**config.mk**
```make
export PLATFORM = sky130hd
export DESIGN_NAME = otsc_overtravel_ctrl
export DESIGN_NICKNAME = d
export VERILOG_FILES = /design/src/common/otsc_pkg.sv /design/src/hw/otsc_torque_clip.sv /design/src/hw/otsc_irq_ctrl.sv /design/src/hw/otsc_overtravel_ctrl.sv
export SDC_FILE = /design/constraint.sdc
export NUM_CORES = 1
export LEC_CHECK = 0
export CORE_MARGIN = 1
export CORE_UTILIZATION = 45
export CTS_CLUSTER_SIZE = 40
export DETAILED_ROUTE_END_ITERATION = 6
export DONT_BUFFER_PORTS = 1
export GPL_TIMING_DRIVEN = 0
export HOLD_SLACK_MARGIN = 0.05
export PLACE_DENSITY = 0.58
export SLEW_MARGIN = 0
export SYNTH_ARGS = -nofsm -noshare
export SYNTH_HDL_FRONTEND = slang
export SYNTH_SLANG_ARGS = --single-unit
```
**constraint.sdc**
```tcl
create_clock -name clk -period 2.7 [get_ports clk]
set_input_delay 0.27 -clock clk [delete_from_list [all_inputs] [get_ports clk]]
set_output_delay 0.27 -clock clk [all_outputs]
set_load 0.005 [all_outputs]
```
**src/common/otsc_pkg.sv**
```systemverilog
// shared constants, types and register map of the overtravel stop control
package otsc_pkg;

  // ******************************
  // bus and widths
  // ******************************
  localparam int ADDR_W = 8;
  localparam int DATA_W = 32;
  localparam int TQ_W   = 9;
  localparam int EV_W   = 4;

  // ******************************
  // register offsets (byte addresses)
  // ******************************
  localparam logic [7:0] OFS_BASIC_FUNC = 8'h00;
  localparam logic [7:0] OFS_STOP_METH  = 8'h04;
  localparam logic [7:0] OFS_PLUG_TQ    = 8'h08;
  localparam logic [7:0] OFS_RATED_TQ   = 8'h0C;
  localparam logic [7:0] OFS_STATUS     = 8'h10;
  localparam logic [7:0] OFS_IRQ_STAT   = 8'h14;
  localparam logic [7:0] OFS_IRQ_EN     = 8'h18;
  localparam logic [7:0] OFS_IRQ_CLR    = 8'h1C;

  // ******************************
  // field positions
  // ******************************
  localparam int BF_FWD_DIS_BIT = 1;
  localparam int BF_REV_DIS_BIT = 2;
  localparam int SM_LSB         = 0;
  localparam int SM_W           = 3;
  localparam int ST_STATE_LSB   = 0;
  localparam int ST_DRIVE_LSB   = 4;
  localparam int ST_FLAGS_LSB   = 8;
  localparam int ST_MODE_LSB    = 12;
  localparam int ST_CFG_LSB     = 16;

  // event bits of the interrupt status
  localparam int EV_FWD_TRIP = 0;
  localparam int EV_REV_TRIP = 1;
  localparam int EV_STOPPED  = 2;
  localparam int EV_ERR_CLR  = 3;

  // ******************************
  // values
  // ******************************
  localparam logic [TQ_W-1:0] TQ_MAX      = 9'h12C;
  localparam logic [TQ_W-1:0] TQ_RESET    = 9'h12C;
  localparam logic [TQ_W-1:0] RATED_RESET = 9'h12C;
  localparam logic [SM_W-1:0] SM_DBRAKE   = 3'h0;
  localparam logic [SM_W-1:0] SM_COAST    = 3'h1;
  localparam logic [SM_W-1:0] SM_CLAMP_DB = 3'h4;
  localparam logic [SM_W-1:0] SM_CLAMP_CS = 3'h5;
  localparam logic [1:0]      MODE_POS    = 2'h1;

  // ******************************
  // types
  // ******************************
  typedef struct packed {
    logic            fwdDisable;
    logic            revDisable;
    logic [SM_W-1:0] stopMethod;
  } otsc_cfg_t;

  localparam otsc_cfg_t CFG_RESET = '{fwdDisable: 1'b0, revDisable: 1'b0, stopMethod: 3'h0};

  typedef enum logic [2:0] {
    ST_RUN, ST_STOP_DB, ST_STOP_COAST, ST_STOP_PLUG, ST_POST_COAST, ST_CLAMP
  } otsc_state_t;

  typedef enum logic [2:0] {
    DRV_RUN, DRV_DBRAKE, DRV_COAST, DRV_PLUG, DRV_CLAMP
  } otsc_drive_t;

endpackage

```
**src/hw/otsc_torque_clip.sv**
```systemverilog
// plug braking torque limit clipped to the motor rating
`timescale 1ns/100ps
module otsc_torque_clip (
  input  wire logic                      clk,
  input  wire logic                      reset_n,
  input  wire logic [otsc_pkg::TQ_W-1:0] setPct,
  input  wire logic [otsc_pkg::TQ_W-1:0] ratedPct,
  output logic      [otsc_pkg::TQ_W-1:0] limitPct
);

  logic [otsc_pkg::TQ_W-1:0] capPct;
  logic [otsc_pkg::TQ_W-1:0] limitPct_next;

  // percent of rated torque, never past the range top nor the motor rating
  assign capPct        = (setPct > otsc_pkg::TQ_MAX) ? otsc_pkg::TQ_MAX : setPct;
  assign limitPct_next = (capPct > ratedPct) ? ratedPct : capPct;

  // new setting takes effect on the next edge, no power cycle needed
  always_ff @(posedge clk or negedge reset_n) begin
    if (!reset_n) begin
      limitPct <= otsc_pkg::TQ_RESET;
    end else begin
      limitPct <= limitPct_next;
    end
  end
endmodule

```
**src/hw/otsc_irq_ctrl.sv**
```systemverilog
// sticky event status with enable mask and one level interrupt
`timescale 1ns/100ps
module otsc_irq_ctrl #(
  parameter int W = 4
) (
  input  wire logic         clk,
  input  wire logic         reset_n,
  input  wire logic [W-1:0] evt,
  input  wire logic [W-1:0] clr,
  input  wire logic [W-1:0] enable,
  output logic      [W-1:0] status,
  output logic              irq
);

  logic [W-1:0] status_next;

  // per bit: a new event beats a clear in the same cycle
  for (genvar i = 0; i < W; i++) begin : g_bit
    assign status_next[i] = evt[i] || (status[i] && !clr[i]);
  end

  // one process owns the whole word, so no bit has two writers
  always_ff @(posedge clk or negedge reset_n) begin
    if (!reset_n) begin
      status <= '0;
    end else begin
      status <= status_next;
    end
  end

  // level output, follows status one cycle later
  always_ff @(posedge clk or negedge reset_n) begin
    if (!reset_n) begin
      irq <= 1'b0;
    end else begin
      irq <= |(status & enable);
    end
  end

endmodule

```
**src/hw/otsc_overtravel_ctrl.sv**
```systemverilog
// overtravel limit and stop method control of a servo drive
//
// Functional notes
// - forward limit high blocks forward rotation
// - reverse limit high blocks reverse rotation
// - forward disable bit ignores forward limit
// - reverse disable bit ignores reverse limit
// - checking runs in every control mode
// - limit and stop settings load on power cycle
// - position error kept until clear input
// - method 0: dynamic brake, then coast
// - method 1: coast stop, then coast
// - methods 2-5 plug brake; servo off differs
// - methods 4,5 clamp after stop; 2,3 coast
// - zero clamp holds position at zero reference
// - plug braking uses the torque limit
// - torque limit 0..300, default 300, immediate
// - torque limit is percent of rated
// - torque limit clipped to motor rating
//
// The register addresses and the address-and-strobe port were chosen for this implementation.
`timescale 1ns/100ps
module otsc_overtravel_ctrl (
  input  wire logic                        clk,
  input  wire logic                        reset_n,
  input  wire logic [otsc_pkg::ADDR_W-1:0] regAddr,
  input  wire logic [otsc_pkg::DATA_W-1:0] regWrData,
  input  wire logic                        regWrite,
  input  wire logic                        regRead,
  output logic      [otsc_pkg::DATA_W-1:0] regRdData,
  input  wire logic                        fwdLimitIn,
  input  wire logic                        revLimitIn,
  input  wire logic                        posErrorClearIn,
  input  wire logic                        servoOn,
  input  wire logic                        motorMoving,
  input  wire logic [1:0]                  motionRequest,
  input  wire logic [1:0]                  controlMode,
  input  wire logic                        powerCycleDone,
  output logic                             fwdPermit,
  output logic                             revPermit,
  output otsc_pkg::otsc_drive_t            driveMode,
  output logic      [otsc_pkg::TQ_W-1:0]   torqueLimit,
  output logic                             posErrorHold,
  output logic                             irq
);

  // ******************************
  // declarations
  // ******************************
  otsc_pkg::otsc_cfg_t       pendCfg_reg;
  otsc_pkg::otsc_cfg_t       actCfg_reg;
  otsc_pkg::otsc_cfg_t       wrCfg;
  logic [otsc_pkg::TQ_W-1:0] plugTq_reg;
  logic [otsc_pkg::TQ_W-1:0] ratedTq_reg;
  logic [otsc_pkg::EV_W-1:0] irqEn_reg;
  logic [otsc_pkg::EV_W-1:0] irqStatus;
  logic [otsc_pkg::EV_W-1:0] events;
  logic [otsc_pkg::EV_W-1:0] irqClr;
  logic [otsc_pkg::TQ_W-1:0] wrTq;
  otsc_pkg::otsc_state_t     state_reg;
  otsc_pkg::otsc_state_t     state_next;
  otsc_pkg::otsc_drive_t     driveMode_next;
  otsc_pkg::otsc_drive_t     soffMode;
  logic [otsc_pkg::DATA_W-1:0] rdMux;
  logic [otsc_pkg::DATA_W-1:0] statusWord;
  logic                      wrBasic;
  logic                      wrMethod;
  logic                      wrPlug;
  logic                      wrRated;
  logic                      wrIrqEn;
  logic                      wrIrqClr;
  logic                      fwdOt;
  logic                      revOt;
  logic                      anyOt;
  logic                      trip;
  logic                      stopping;
  logic                      stopDone;
  logic                      clampAfter;
  logic                      leaveLimit;
  logic                      holdSet;
  logic                      fwdPermit_next;
  logic                      revPermit_next;
  logic                      posErrorHold_next;

  // ******************************
  // register decode
  // ******************************

  // address decode; every strobe is a single cycle
  assign wrBasic  = regWrite && (regAddr == otsc_pkg::OFS_BASIC_FUNC);
  assign wrMethod = regWrite && (regAddr == otsc_pkg::OFS_STOP_METH);
  assign wrPlug   = regWrite && (regAddr == otsc_pkg::OFS_PLUG_TQ);
  assign wrRated  = regWrite && (regAddr == otsc_pkg::OFS_RATED_TQ);
  assign wrIrqEn  = regWrite && (regAddr == otsc_pkg::OFS_IRQ_EN);
  assign wrIrqClr = regWrite && (regAddr == otsc_pkg::OFS_IRQ_CLR);
  assign irqClr   = wrIrqClr ? regWrData[otsc_pkg::EV_W-1:0] : '0;
  assign wrTq     = regWrData[otsc_pkg::TQ_W-1:0];

  // merge of the pending settings with a write to either field
  assign wrCfg.fwdDisable = wrBasic ? regWrData[otsc_pkg::BF_FWD_DIS_BIT]
                                    : pendCfg_reg.fwdDisable;
  assign wrCfg.revDisable = wrBasic ? regWrData[otsc_pkg::BF_REV_DIS_BIT]
                                    : pendCfg_reg.revDisable;
  assign wrCfg.stopMethod = wrMethod ? regWrData[otsc_pkg::SM_LSB +: otsc_pkg::SM_W]
                                     : pendCfg_reg.stopMethod;

  // ******************************
  // settings
  // ******************************

  // written values wait here; the running copy moves only on a power
  // cycle, so a stop already under way never changes method midway
  always_ff @(posedge clk or negedge reset_n) begin
    if (!reset_n) begin
      pendCfg_reg <= otsc_pkg::CFG_RESET;
      actCfg_reg  <= otsc_pkg::CFG_RESET;
    end else begin
      pendCfg_reg <= wrCfg;
      if (powerCycleDone) begin
        actCfg_reg <= pendCfg_reg;
      end
    end
  end

  // torque settings apply at once; rating is the motor's percent ceiling
  always_ff @(posedge clk or negedge reset_n) begin
    if (!reset_n) begin
      plugTq_reg  <= otsc_pkg::TQ_RESET;
      ratedTq_reg <= otsc_pkg::RATED_RESET;
      irqEn_reg   <= '0;
    end else begin
      if (wrPlug) begin
        plugTq_reg <= (wrTq > otsc_pkg::TQ_MAX) ? otsc_pkg::TQ_MAX : wrTq;
      end
      if (wrRated) begin
        ratedTq_reg <= wrTq;
      end
      if (wrIrqEn) begin
        irqEn_reg <= regWrData[otsc_pkg::EV_W-1:0];
      end
    end
  end

  // ******************************
  // limit evaluation
  // ******************************

  // no control mode input here: checking is the same in every mode
  assign fwdOt = fwdLimitIn && !actCfg_reg.fwdDisable;
  assign revOt = revLimitIn && !actCfg_reg.revDisable;
  assign anyOt = fwdOt || revOt;

  // each direction only looks at its own switch
  assign fwdPermit_next = !fwdOt;
  assign revPermit_next = !revOt;

  // a stop starts only while powered and turning, in either direction, with either limit tripped
  assign trip       = (state_reg == otsc_pkg::ST_RUN) && servoOn && motorMoving && anyOt;
  assign stopping   = (state_reg == otsc_pkg::ST_STOP_DB) ||
                      (state_reg == otsc_pkg::ST_STOP_COAST) ||
                      (state_reg == otsc_pkg::ST_STOP_PLUG);
  assign stopDone   = stopping && !motorMoving;
  assign clampAfter = (actCfg_reg.stopMethod == otsc_pkg::SM_CLAMP_DB) ||
                      (actCfg_reg.stopMethod == otsc_pkg::SM_CLAMP_CS);

  // back off the switch: limits clear, or motion asked only in a free way
  assign leaveLimit = !anyOt ||
                      (servoOn && (motionRequest != 2'h0) &&
                       !(motionRequest[0] && fwdOt) && !(motionRequest[1] && revOt));

  // ******************************
  // stop sequencer
  // ******************************

  // next state; stop method chosen from the running copy
  always_comb begin
    state_next = state_reg;
    case (state_reg)
      otsc_pkg::ST_RUN: begin
        if (trip) begin
          if (actCfg_reg.stopMethod == otsc_pkg::SM_DBRAKE) begin
            state_next = otsc_pkg::ST_STOP_DB;
          end else if (actCfg_reg.stopMethod == otsc_pkg::SM_COAST) begin
            state_next = otsc_pkg::ST_STOP_COAST;
          end else begin
            state_next = otsc_pkg::ST_STOP_PLUG;
          end
        end
      end
      otsc_pkg::ST_STOP_DB,
      otsc_pkg::ST_STOP_COAST: begin
        if (!motorMoving) begin
          state_next = otsc_pkg::ST_POST_COAST;
        end
      end
      otsc_pkg::ST_STOP_PLUG: begin
        if (!motorMoving) begin
          state_next = clampAfter ? otsc_pkg::ST_CLAMP : otsc_pkg::ST_POST_COAST;
        end
      end
      otsc_pkg::ST_POST_COAST,
      otsc_pkg::ST_CLAMP: begin
        if (leaveLimit) begin
          state_next = otsc_pkg::ST_RUN;
        end
      end
      default: begin
        state_next = otsc_pkg::ST_RUN;
      end
    endcase
  end

  // servo off alone: even methods brake, odd ones coast
  assign soffMode = actCfg_reg.stopMethod[0] ? otsc_pkg::DRV_COAST
                                             : otsc_pkg::DRV_DBRAKE;

  // drive output follows the state being entered
  always_comb begin
    driveMode_next = otsc_pkg::DRV_COAST;
    case (state_next)
      otsc_pkg::ST_RUN: begin
        driveMode_next = servoOn ? otsc_pkg::DRV_RUN : soffMode;
      end
      otsc_pkg::ST_STOP_DB: begin
        driveMode_next = otsc_pkg::DRV_DBRAKE;
      end
      otsc_pkg::ST_STOP_COAST: begin
        driveMode_next = otsc_pkg::DRV_COAST;
      end
      otsc_pkg::ST_STOP_PLUG: begin
        driveMode_next = otsc_pkg::DRV_PLUG;
      end
      otsc_pkg::ST_CLAMP: begin
        driveMode_next = otsc_pkg::DRV_CLAMP;
      end
      default: begin
        driveMode_next = otsc_pkg::DRV_COAST;
      end
    endcase
  end

  // ******************************
  // position error retention
  // ******************************

  // error pulses stay put until the controller clears them; a new trip
  // in the clearing cycle wins so its error is not silently dropped
  assign holdSet = trip && (controlMode == otsc_pkg::MODE_POS);
  assign posErrorHold_next = holdSet || (posErrorHold && !posErrorClearIn);

  // ******************************
  // state and output flops
  // ******************************
  always_ff @(posedge clk or negedge reset_n) begin
    if (!reset_n) begin
      state_reg    <= otsc_pkg::ST_RUN;
      driveMode    <= otsc_pkg::DRV_RUN;
      fwdPermit    <= 1'b1;
      revPermit    <= 1'b1;
      posErrorHold <= 1'b0;
    end else begin
      state_reg    <= state_next;
      driveMode    <= driveMode_next;
      fwdPermit    <= fwdPermit_next;
      revPermit    <= revPermit_next;
      posErrorHold <= posErrorHold_next;
    end
  end

  // ******************************
  // torque limit and interrupts
  // ******************************

  // limit is always presented; the motor loop uses it while plug braking
  otsc_torque_clip u_clip (
    .clk      (clk),
    .reset_n  (reset_n),
    .setPct   (plugTq_reg),
    .ratedPct (ratedTq_reg),
    .limitPct (torqueLimit)
  );

  // events seen by software
  assign events[otsc_pkg::EV_FWD_TRIP] = trip && fwdOt;
  assign events[otsc_pkg::EV_REV_TRIP] = trip && revOt;
  assign events[otsc_pkg::EV_STOPPED]  = stopDone;
  assign events[otsc_pkg::EV_ERR_CLR]  = posErrorHold && posErrorClearIn;

  otsc_irq_ctrl #(
    .W (otsc_pkg::EV_W)
  ) u_irq (
    .clk     (clk),
    .reset_n (reset_n),
    .evt     (events),
    .clr     (irqClr),
    .enable  (irqEn_reg),
    .status  (irqStatus),
    .irq     (irq)
  );

  // ******************************
  // read path
  // ******************************

  // live state for software: state, drive mode, limit flags, mode, config
  assign statusWord = {11'h000,
                       actCfg_reg,
                       2'h0, controlMode,
                       1'b0, posErrorHold, revOt, fwdOt,
                       1'b0, driveMode,
                       1'b0, state_reg};

  // unmapped and write-only offsets read as zero
  always_comb begin
    rdMux = '0;
    case (regAddr)
      otsc_pkg::OFS_BASIC_FUNC: begin
        rdMux[otsc_pkg::BF_FWD_DIS_BIT] = pendCfg_reg.fwdDisable;
        rdMux[otsc_pkg::BF_REV_DIS_BIT] = pendCfg_reg.revDisable;
      end
      otsc_pkg::OFS_STOP_METH: begin
        rdMux[otsc_pkg::SM_LSB +: otsc_pkg::SM_W] = pendCfg_reg.stopMethod;
      end
      otsc_pkg::OFS_PLUG_TQ: begin
        rdMux[otsc_pkg::TQ_W-1:0] = plugTq_reg;
      end
      otsc_pkg::OFS_RATED_TQ: begin
        rdMux[otsc_pkg::TQ_W-1:0] = ratedTq_reg;
      end
      otsc_pkg::OFS_STATUS: begin
        rdMux = statusWord;
      end
      otsc_pkg::OFS_IRQ_STAT: begin
        rdMux[otsc_pkg::EV_W-1:0] = irqStatus;
      end
      otsc_pkg::OFS_IRQ_EN: begin
        rdMux[otsc_pkg::EV_W-1:0] = irqEn_reg;
      end
      default: begin
        rdMux = '0;
      end
    endcase
  end

  // read data valid only in the cycle after the strobe
  always_ff @(posedge clk or negedge reset_n) begin
    if (!reset_n) begin
      regRdData <= '0;
    end else begin
      regRdData <= regRead ? rdMux : '0;
    end
  end
endmodule

```
---- Word level (Yosys, flattened, before mapping) ----
Index checks and enable logic that the tools add are counted.
storage, ports and cells
  register bits after elaboration ......... 87
  input bits .............................. 54
operators by class
  order comparisons ....................... 3
  eq/ne operators ......................... 19
  mux-type cells .......................... 21
  bitwise logic cells ..................... 1
  reduce and logical (&&, ||, !) cells .... 57
operators by type and width
  kind                                                              count
  8-bit by 5-bit == test with 1-bit output (second input constant)  4
  32-bit two-way mux                                                1
  9-bit two-way mux                                                 3
  1-bit logical AND                                                 26
  3-bit case mux with 4 select lines                                2
  9-bit greater-than comparator (second input constant)             2
  8-bit by 4-bit == test with 1-bit output (second input constant)  2
  3-bit == test (second input constant)                             5
  5-bit case mux with 3 select lines                                1
  2-bit case mux with 7 select lines                                1
  1-bit logical NOT                                                 13
  12-bit two-way mux                                                1
  3-bit two-way mux                                                 4
  1-bit logical OR                                                  10
  3-bit by 1-bit == test with 1-bit output (second input constant)  3
  3-bit by 2-bit == test with 1-bit output (second input constant)  3
  9-bit greater-than comparator                                     1
  3-bit logical NOT                                                 3
  8-bit by 3-bit == test with 1-bit output (second input constant)  1
  8-bit logical NOT                                                 1
  2-bit two-way mux                                                 3
  1-bit case mux with 6 select lines                                1
  4-bit AND                                                         1
  4-bit two-way mux                                                 1
  other kinds (6)                                                   8

---- Longest topological paths before layout ----
  depth after elaboration ................. 11
  depth in mapped cells ................... 9

---- Hierarchy ----
A second synthesis with hierarchy kept.
unflattened totals
  cells, all modules ...................... 329
  area, all modules ....................... 3692.3 um^2
modules (own cells, without submodules)
  module                times used  cells an instance  area an instance (um^2)  sequential area each (um^2)
  otsc_overtravel_ctrl  1           249                2847.7                   1488.9
  otsc_torque_clip      1           64                 654.4                    230.2
  otsc_irq_ctrl         1           16                 190.2                    125.1

---- Worst setup path after synthesis ----
OpenSTA, ideal clock, no wires.
  kind .................................... register to register
  from .................................... register plugTq_reg[3] (netlist bit)
  to ...................................... register u_clip.limitPct[0] (netlist bit)
  setup time .............................. 125 ps
  arrival time ............................ 2299 ps
  data required time ...................... 2575 ps
  setup slack ............................. 276 ps
  stages on the path, launching flop included .. 9
  clock period less this slack ............ 2424 ps
  cell sequence ........................... dfstp_2 a21o_1 a211o_1 a21boi_0 ha_1 a22oi_1 nand3_1 o221ai_2 mux2_2
on the way
  cells in the longest elaborated chain, start to end .. 4
ends and longest elaborated chain
  element                            line                         source
  start: declaration                 otsc_overtravel_ctrl.sv:53   logic [otsc_pkg::TQ_W-1:0] plugTq_reg;
  start signal: assignment           otsc_overtravel_ctrl.sv:128  plugTq_reg <= otsc_pkg::TQ_RESET;
  start signal: assignment           otsc_overtravel_ctrl.sv:133  plugTq_reg <= (wrTq > otsc_pkg::TQ_MAX) ? otsc_pkg::TQ_MAX : wrTq;
  9-bit greater-than comparator      otsc_torque_clip.sv:15       assign capPct = (setPct > otsc_pkg::TQ_MAX) ? otsc_pkg::TQ_MAX : setPct;
  9-bit two-way mux (*)              otsc_torque_clip.sv:15
  9-bit greater-than comparator      otsc_torque_clip.sv:16       assign limitPct_next = (capPct > ratedPct) ? ratedPct : capPct;
  9-bit two-way mux (*)              otsc_torque_clip.sv:16
  net u_clip.limitPct_next, one bit  otsc_torque_clip.sv:12       logic [otsc_pkg::TQ_W-1:0] limitPct_next;
  end signal: assignment             otsc_torque_clip.sv:21       limitPct <= otsc_pkg::TQ_RESET;
  end signal: assignment             otsc_torque_clip.sv:23       limitPct <= limitPct_next;
  end: declaration                   otsc_torque_clip.sv:8        output logic [otsc_pkg::TQ_W-1:0] limitPct
Mark *: on every way through the listed nets, which the timed path passes. The rest lies on a longest branch.
A chain may end at the register's enable or synchronous reset.

---- Final worst setup path ----
  from .................................... register plugTq_reg[4] (netlist bit)
  to ...................................... register u_clip.limitPct[1] (netlist bit)
The elaborated chain is that of the path after synthesis.

==> reports/summary.txt <==
status: finished, final reports clean
total congestion overflow: 0
dominant register cell in the synthesized netlist: dfrtp_1
largest area contributor in the netlist: dfrtp_1
fraction of synthesis flops using an asynchronous set or reset pin: 1.000
Mean Syn Cell Area: 11.23 µm²
number of H-tree levels: 3
Final Max Slew Viols: 0
number of antenna violations at the first check in global routing: 0
number of max-cap violations: 0
Pleak: 0.001924 µW
setup violation total in the final timing report: 0
ordered cell list for the critical path: a21o_1 -> a211o_4 -> a21o_1 -> ha_1 -> nand4_1 -> or3_4 -> o221ai_4 -> buf_12 -> mux2_2
maximum number of pins on one net before global-route repair: 74
critical setup path kind: flop to flop
Worst Clk Skew: 0.01014 ns
Clk pin slew, worst setup/hold paths: 0.07 ns
length of the first detailed-routing pass in iterations: 4
headroom to the max-slew limit: 0.5588
CTS Sinks: 73
Placeable Area: 0.007848 mm²
Synth top cells by count: 59 x dfrtp_1, 29 x mux2_2, 20 x inv_1
transition at the pin with the smallest max-transition slack: 0.6568 ns
Largest Register: regRdData
floorplan die area: 0.008629 mm²
Antenna diodes: 0
required time of the critical path: 2.93 ns
width of the die: 92.89 µm
worst slack on hold paths: 0.07110 ns
Util after Layout: 0.5387
critical path's slowest cell: dfrtp_1
root buffer cell: clkbuf_8
layout-stage area growth over the synthesis result: 13.73%
top cell type's share of synthesized area: 0.3972
cell types occupying the most area after synthesis: dfrtp_1 40%, dfstp_2 9.9%, mux2_2 8.8%
sequential share of the synthesized area: 0.4961
netlist area before placement: 0.003717 mm²
number of instances in the placed design: 446
post-detailed-placement half-perimeter wirelength: 6446 µm
number of buffers created by CTS: 9
crit end category: flop
wire length of the first global-routing pass: 14130 µm
initial standard-cell utilization of the core: 0.4737
CP max FO: 9
number of instances in the synthesized netlist: 331
number of standard cells in the layout, taps in and fillers out: 473
1st-iter DRT viols: 197
port buffer count: 0
Clock Tree Buf Depth: 2
Tightest Hold Check Type: primary input to flop
fraction of layout instances using a drive strength above 1: 0.2561
net switching component of the power: 692.2 µW
number of primary I/O pins: 102
number of nets in the layout: 429
arrival time at the worst endpoint: 2.85 ns
CP top delay family: compound AO/OA/AOI/OAI gates
post-synthesis cell type count: 59
Site Rows: 32
cell occurring most often along the worst timing path: a21o_1
final hold violation count: 0
number of flip-flops and latches in the synthesized netlist: 73
most instantiated library cell after synthesis: dfrtp_1
Die Y-Extent: 92.89 µm
highest attainable clock frequency: 381.9 MHz
Worst VDD drop: 0.1977 mV
Critical Path Source Type: flop
internal power: 1715 µW
max FFs per register: 18
clock power share: 0.302
number of global-route vias before repair: 2615
antenna-violating nets left: 0
combinational cell fraction of total power: 0.163
count of buffering cells on the critical path with inverters included: 1
routed wire length: 8941 µm
Power, Total: 2407 µW
average wire per standard cell: 18.90 µm
ratio of total power to cell area: 569.4 mW/mm²
maximum single-stage delay on the critical path: 0.40 ns
Tmin final: 2.619 ns
Clock Latency Late Sink: 0.35 ns
mean number of vias per cell: 5.757
drc violations: 0
switching fraction of total power: 0.2875
number of vias in the routed layout: 2723
yosys synthesis warning count: 0
Post-synth EDFFs: 0
setup repair after global routing missed its margin: no
CTS tree: done
weighted congestion reported at the end of routability-driven placement: 0.8831
Total GRT Usage: 0.2208
crit share post-route: 0.9699
Reg power frac: 0.536
worst paths after layout:
path / startpoint / end / slack, ns / cells past startpoint
max in group asynchronous: reset_n / u_clip.limitPct[2] / 1.88 / 2
max reg2reg: plugTq_reg[4] / u_clip.limitPct[1] / 0.08 / 9
min: regWrData[2] / pendCfg_reg[2] / 0.07 / 1
min in group asynchronous: reset_n / u_clip.limitPct[6] / 0.47 / 2
min reg2reg: plugTq_reg[2] / plugTq_reg[2] / 0.52 / 1
max: plugTq_reg[4] / u_clip.limitPct[1] / 0.08 / 9
layout make-up:
type                    count  area [µm²]
clock buffers              12       135.1
plain buffers              23       142.6
repair buffers             12       145.1
clock inverters             4       20.02
multi-input cells         227        1738
well taps                 102       127.6
inverters                  20       75.07
fillers                   706        3620
flip-flops and latches     73        1844
through the flow:
stage	instance area, µm²	setup WS [ns]	setup TNS, ns
after floorplan	3766	0.2764	0
final	4228	0.08127	0
after CTS	4158	0.01234	0
after detailed placement	3894	-0.04920	-0.2339
after global placement	3894	-0.06841	-0.3663
after global routing	4228	0.002244	0
cell families (layout without fill, tap and decap cells):
kind of cell / count (synthesis) / after routing / share of synthesized area
AOI/OAI and AO/OA: 83 / 83 / 0.1606
DFF: 73 / 73 / 0.4961
buffers and inverters: 44 / 71 / 0.05957
and+or+nand+nor: 83 / 83 / 0.1343
adders and majority gates: 9 / 9 / 0.03029
muxes: 38 / 38 / 0.1181
other: 1 / 14 / 0.001009
cells in the final DEF, fill, tap and decap left out, drive strengths merged, types with 6 or more instances in the layout:
cell type	Yosys	layout
dfrtp	59	59
nor3	6	6
nor2b	11	11
dlygate4sd3	0	9
clkbuf	7	18
o21ai	19	19
a2bb2oi	7	7
nor2	18	18
nand2b	6	6
mux2	31	31
nand3	9	9
buf	17	20
nand2	7	7
conb	1	14
a22oi	11	11
mux2i	6	6
a21oi	6	6
inv	20	20
dfstp	14	14
ha	9	9
power by group through the flow:
stage | clock (µW) | sequential, µW | combinational (µW)
after CTS | 751 | 1290 | 371
after detailed placement | 0 | 1310 | 326
after floorplan | 0 | 1270 | 272
final | 726 | 1290 | 392
after global routing | 795 | 1300 | 433
after global placement | 0 | 1310 | 323
routing by layer:
metal,track usage,share of wire,vias up
li1,-,-,1257
met1,0.3249,0.47,1346
met2,0.3076,0.43,106
met3,0.06240,0.077,14
met4,0.07821,0.019,0
met5,0,0,-
repair_timing:
action                                  CTS  global route
resized for setup                         1             7
endpoints found under the setup margin    9             9
hold endpoints to repair                 78             2
pin swaps                                 0             1
setup buffers                             0             2
hold buffers                              8             2
Note: power is estimated with default switching activity, not from simulation.
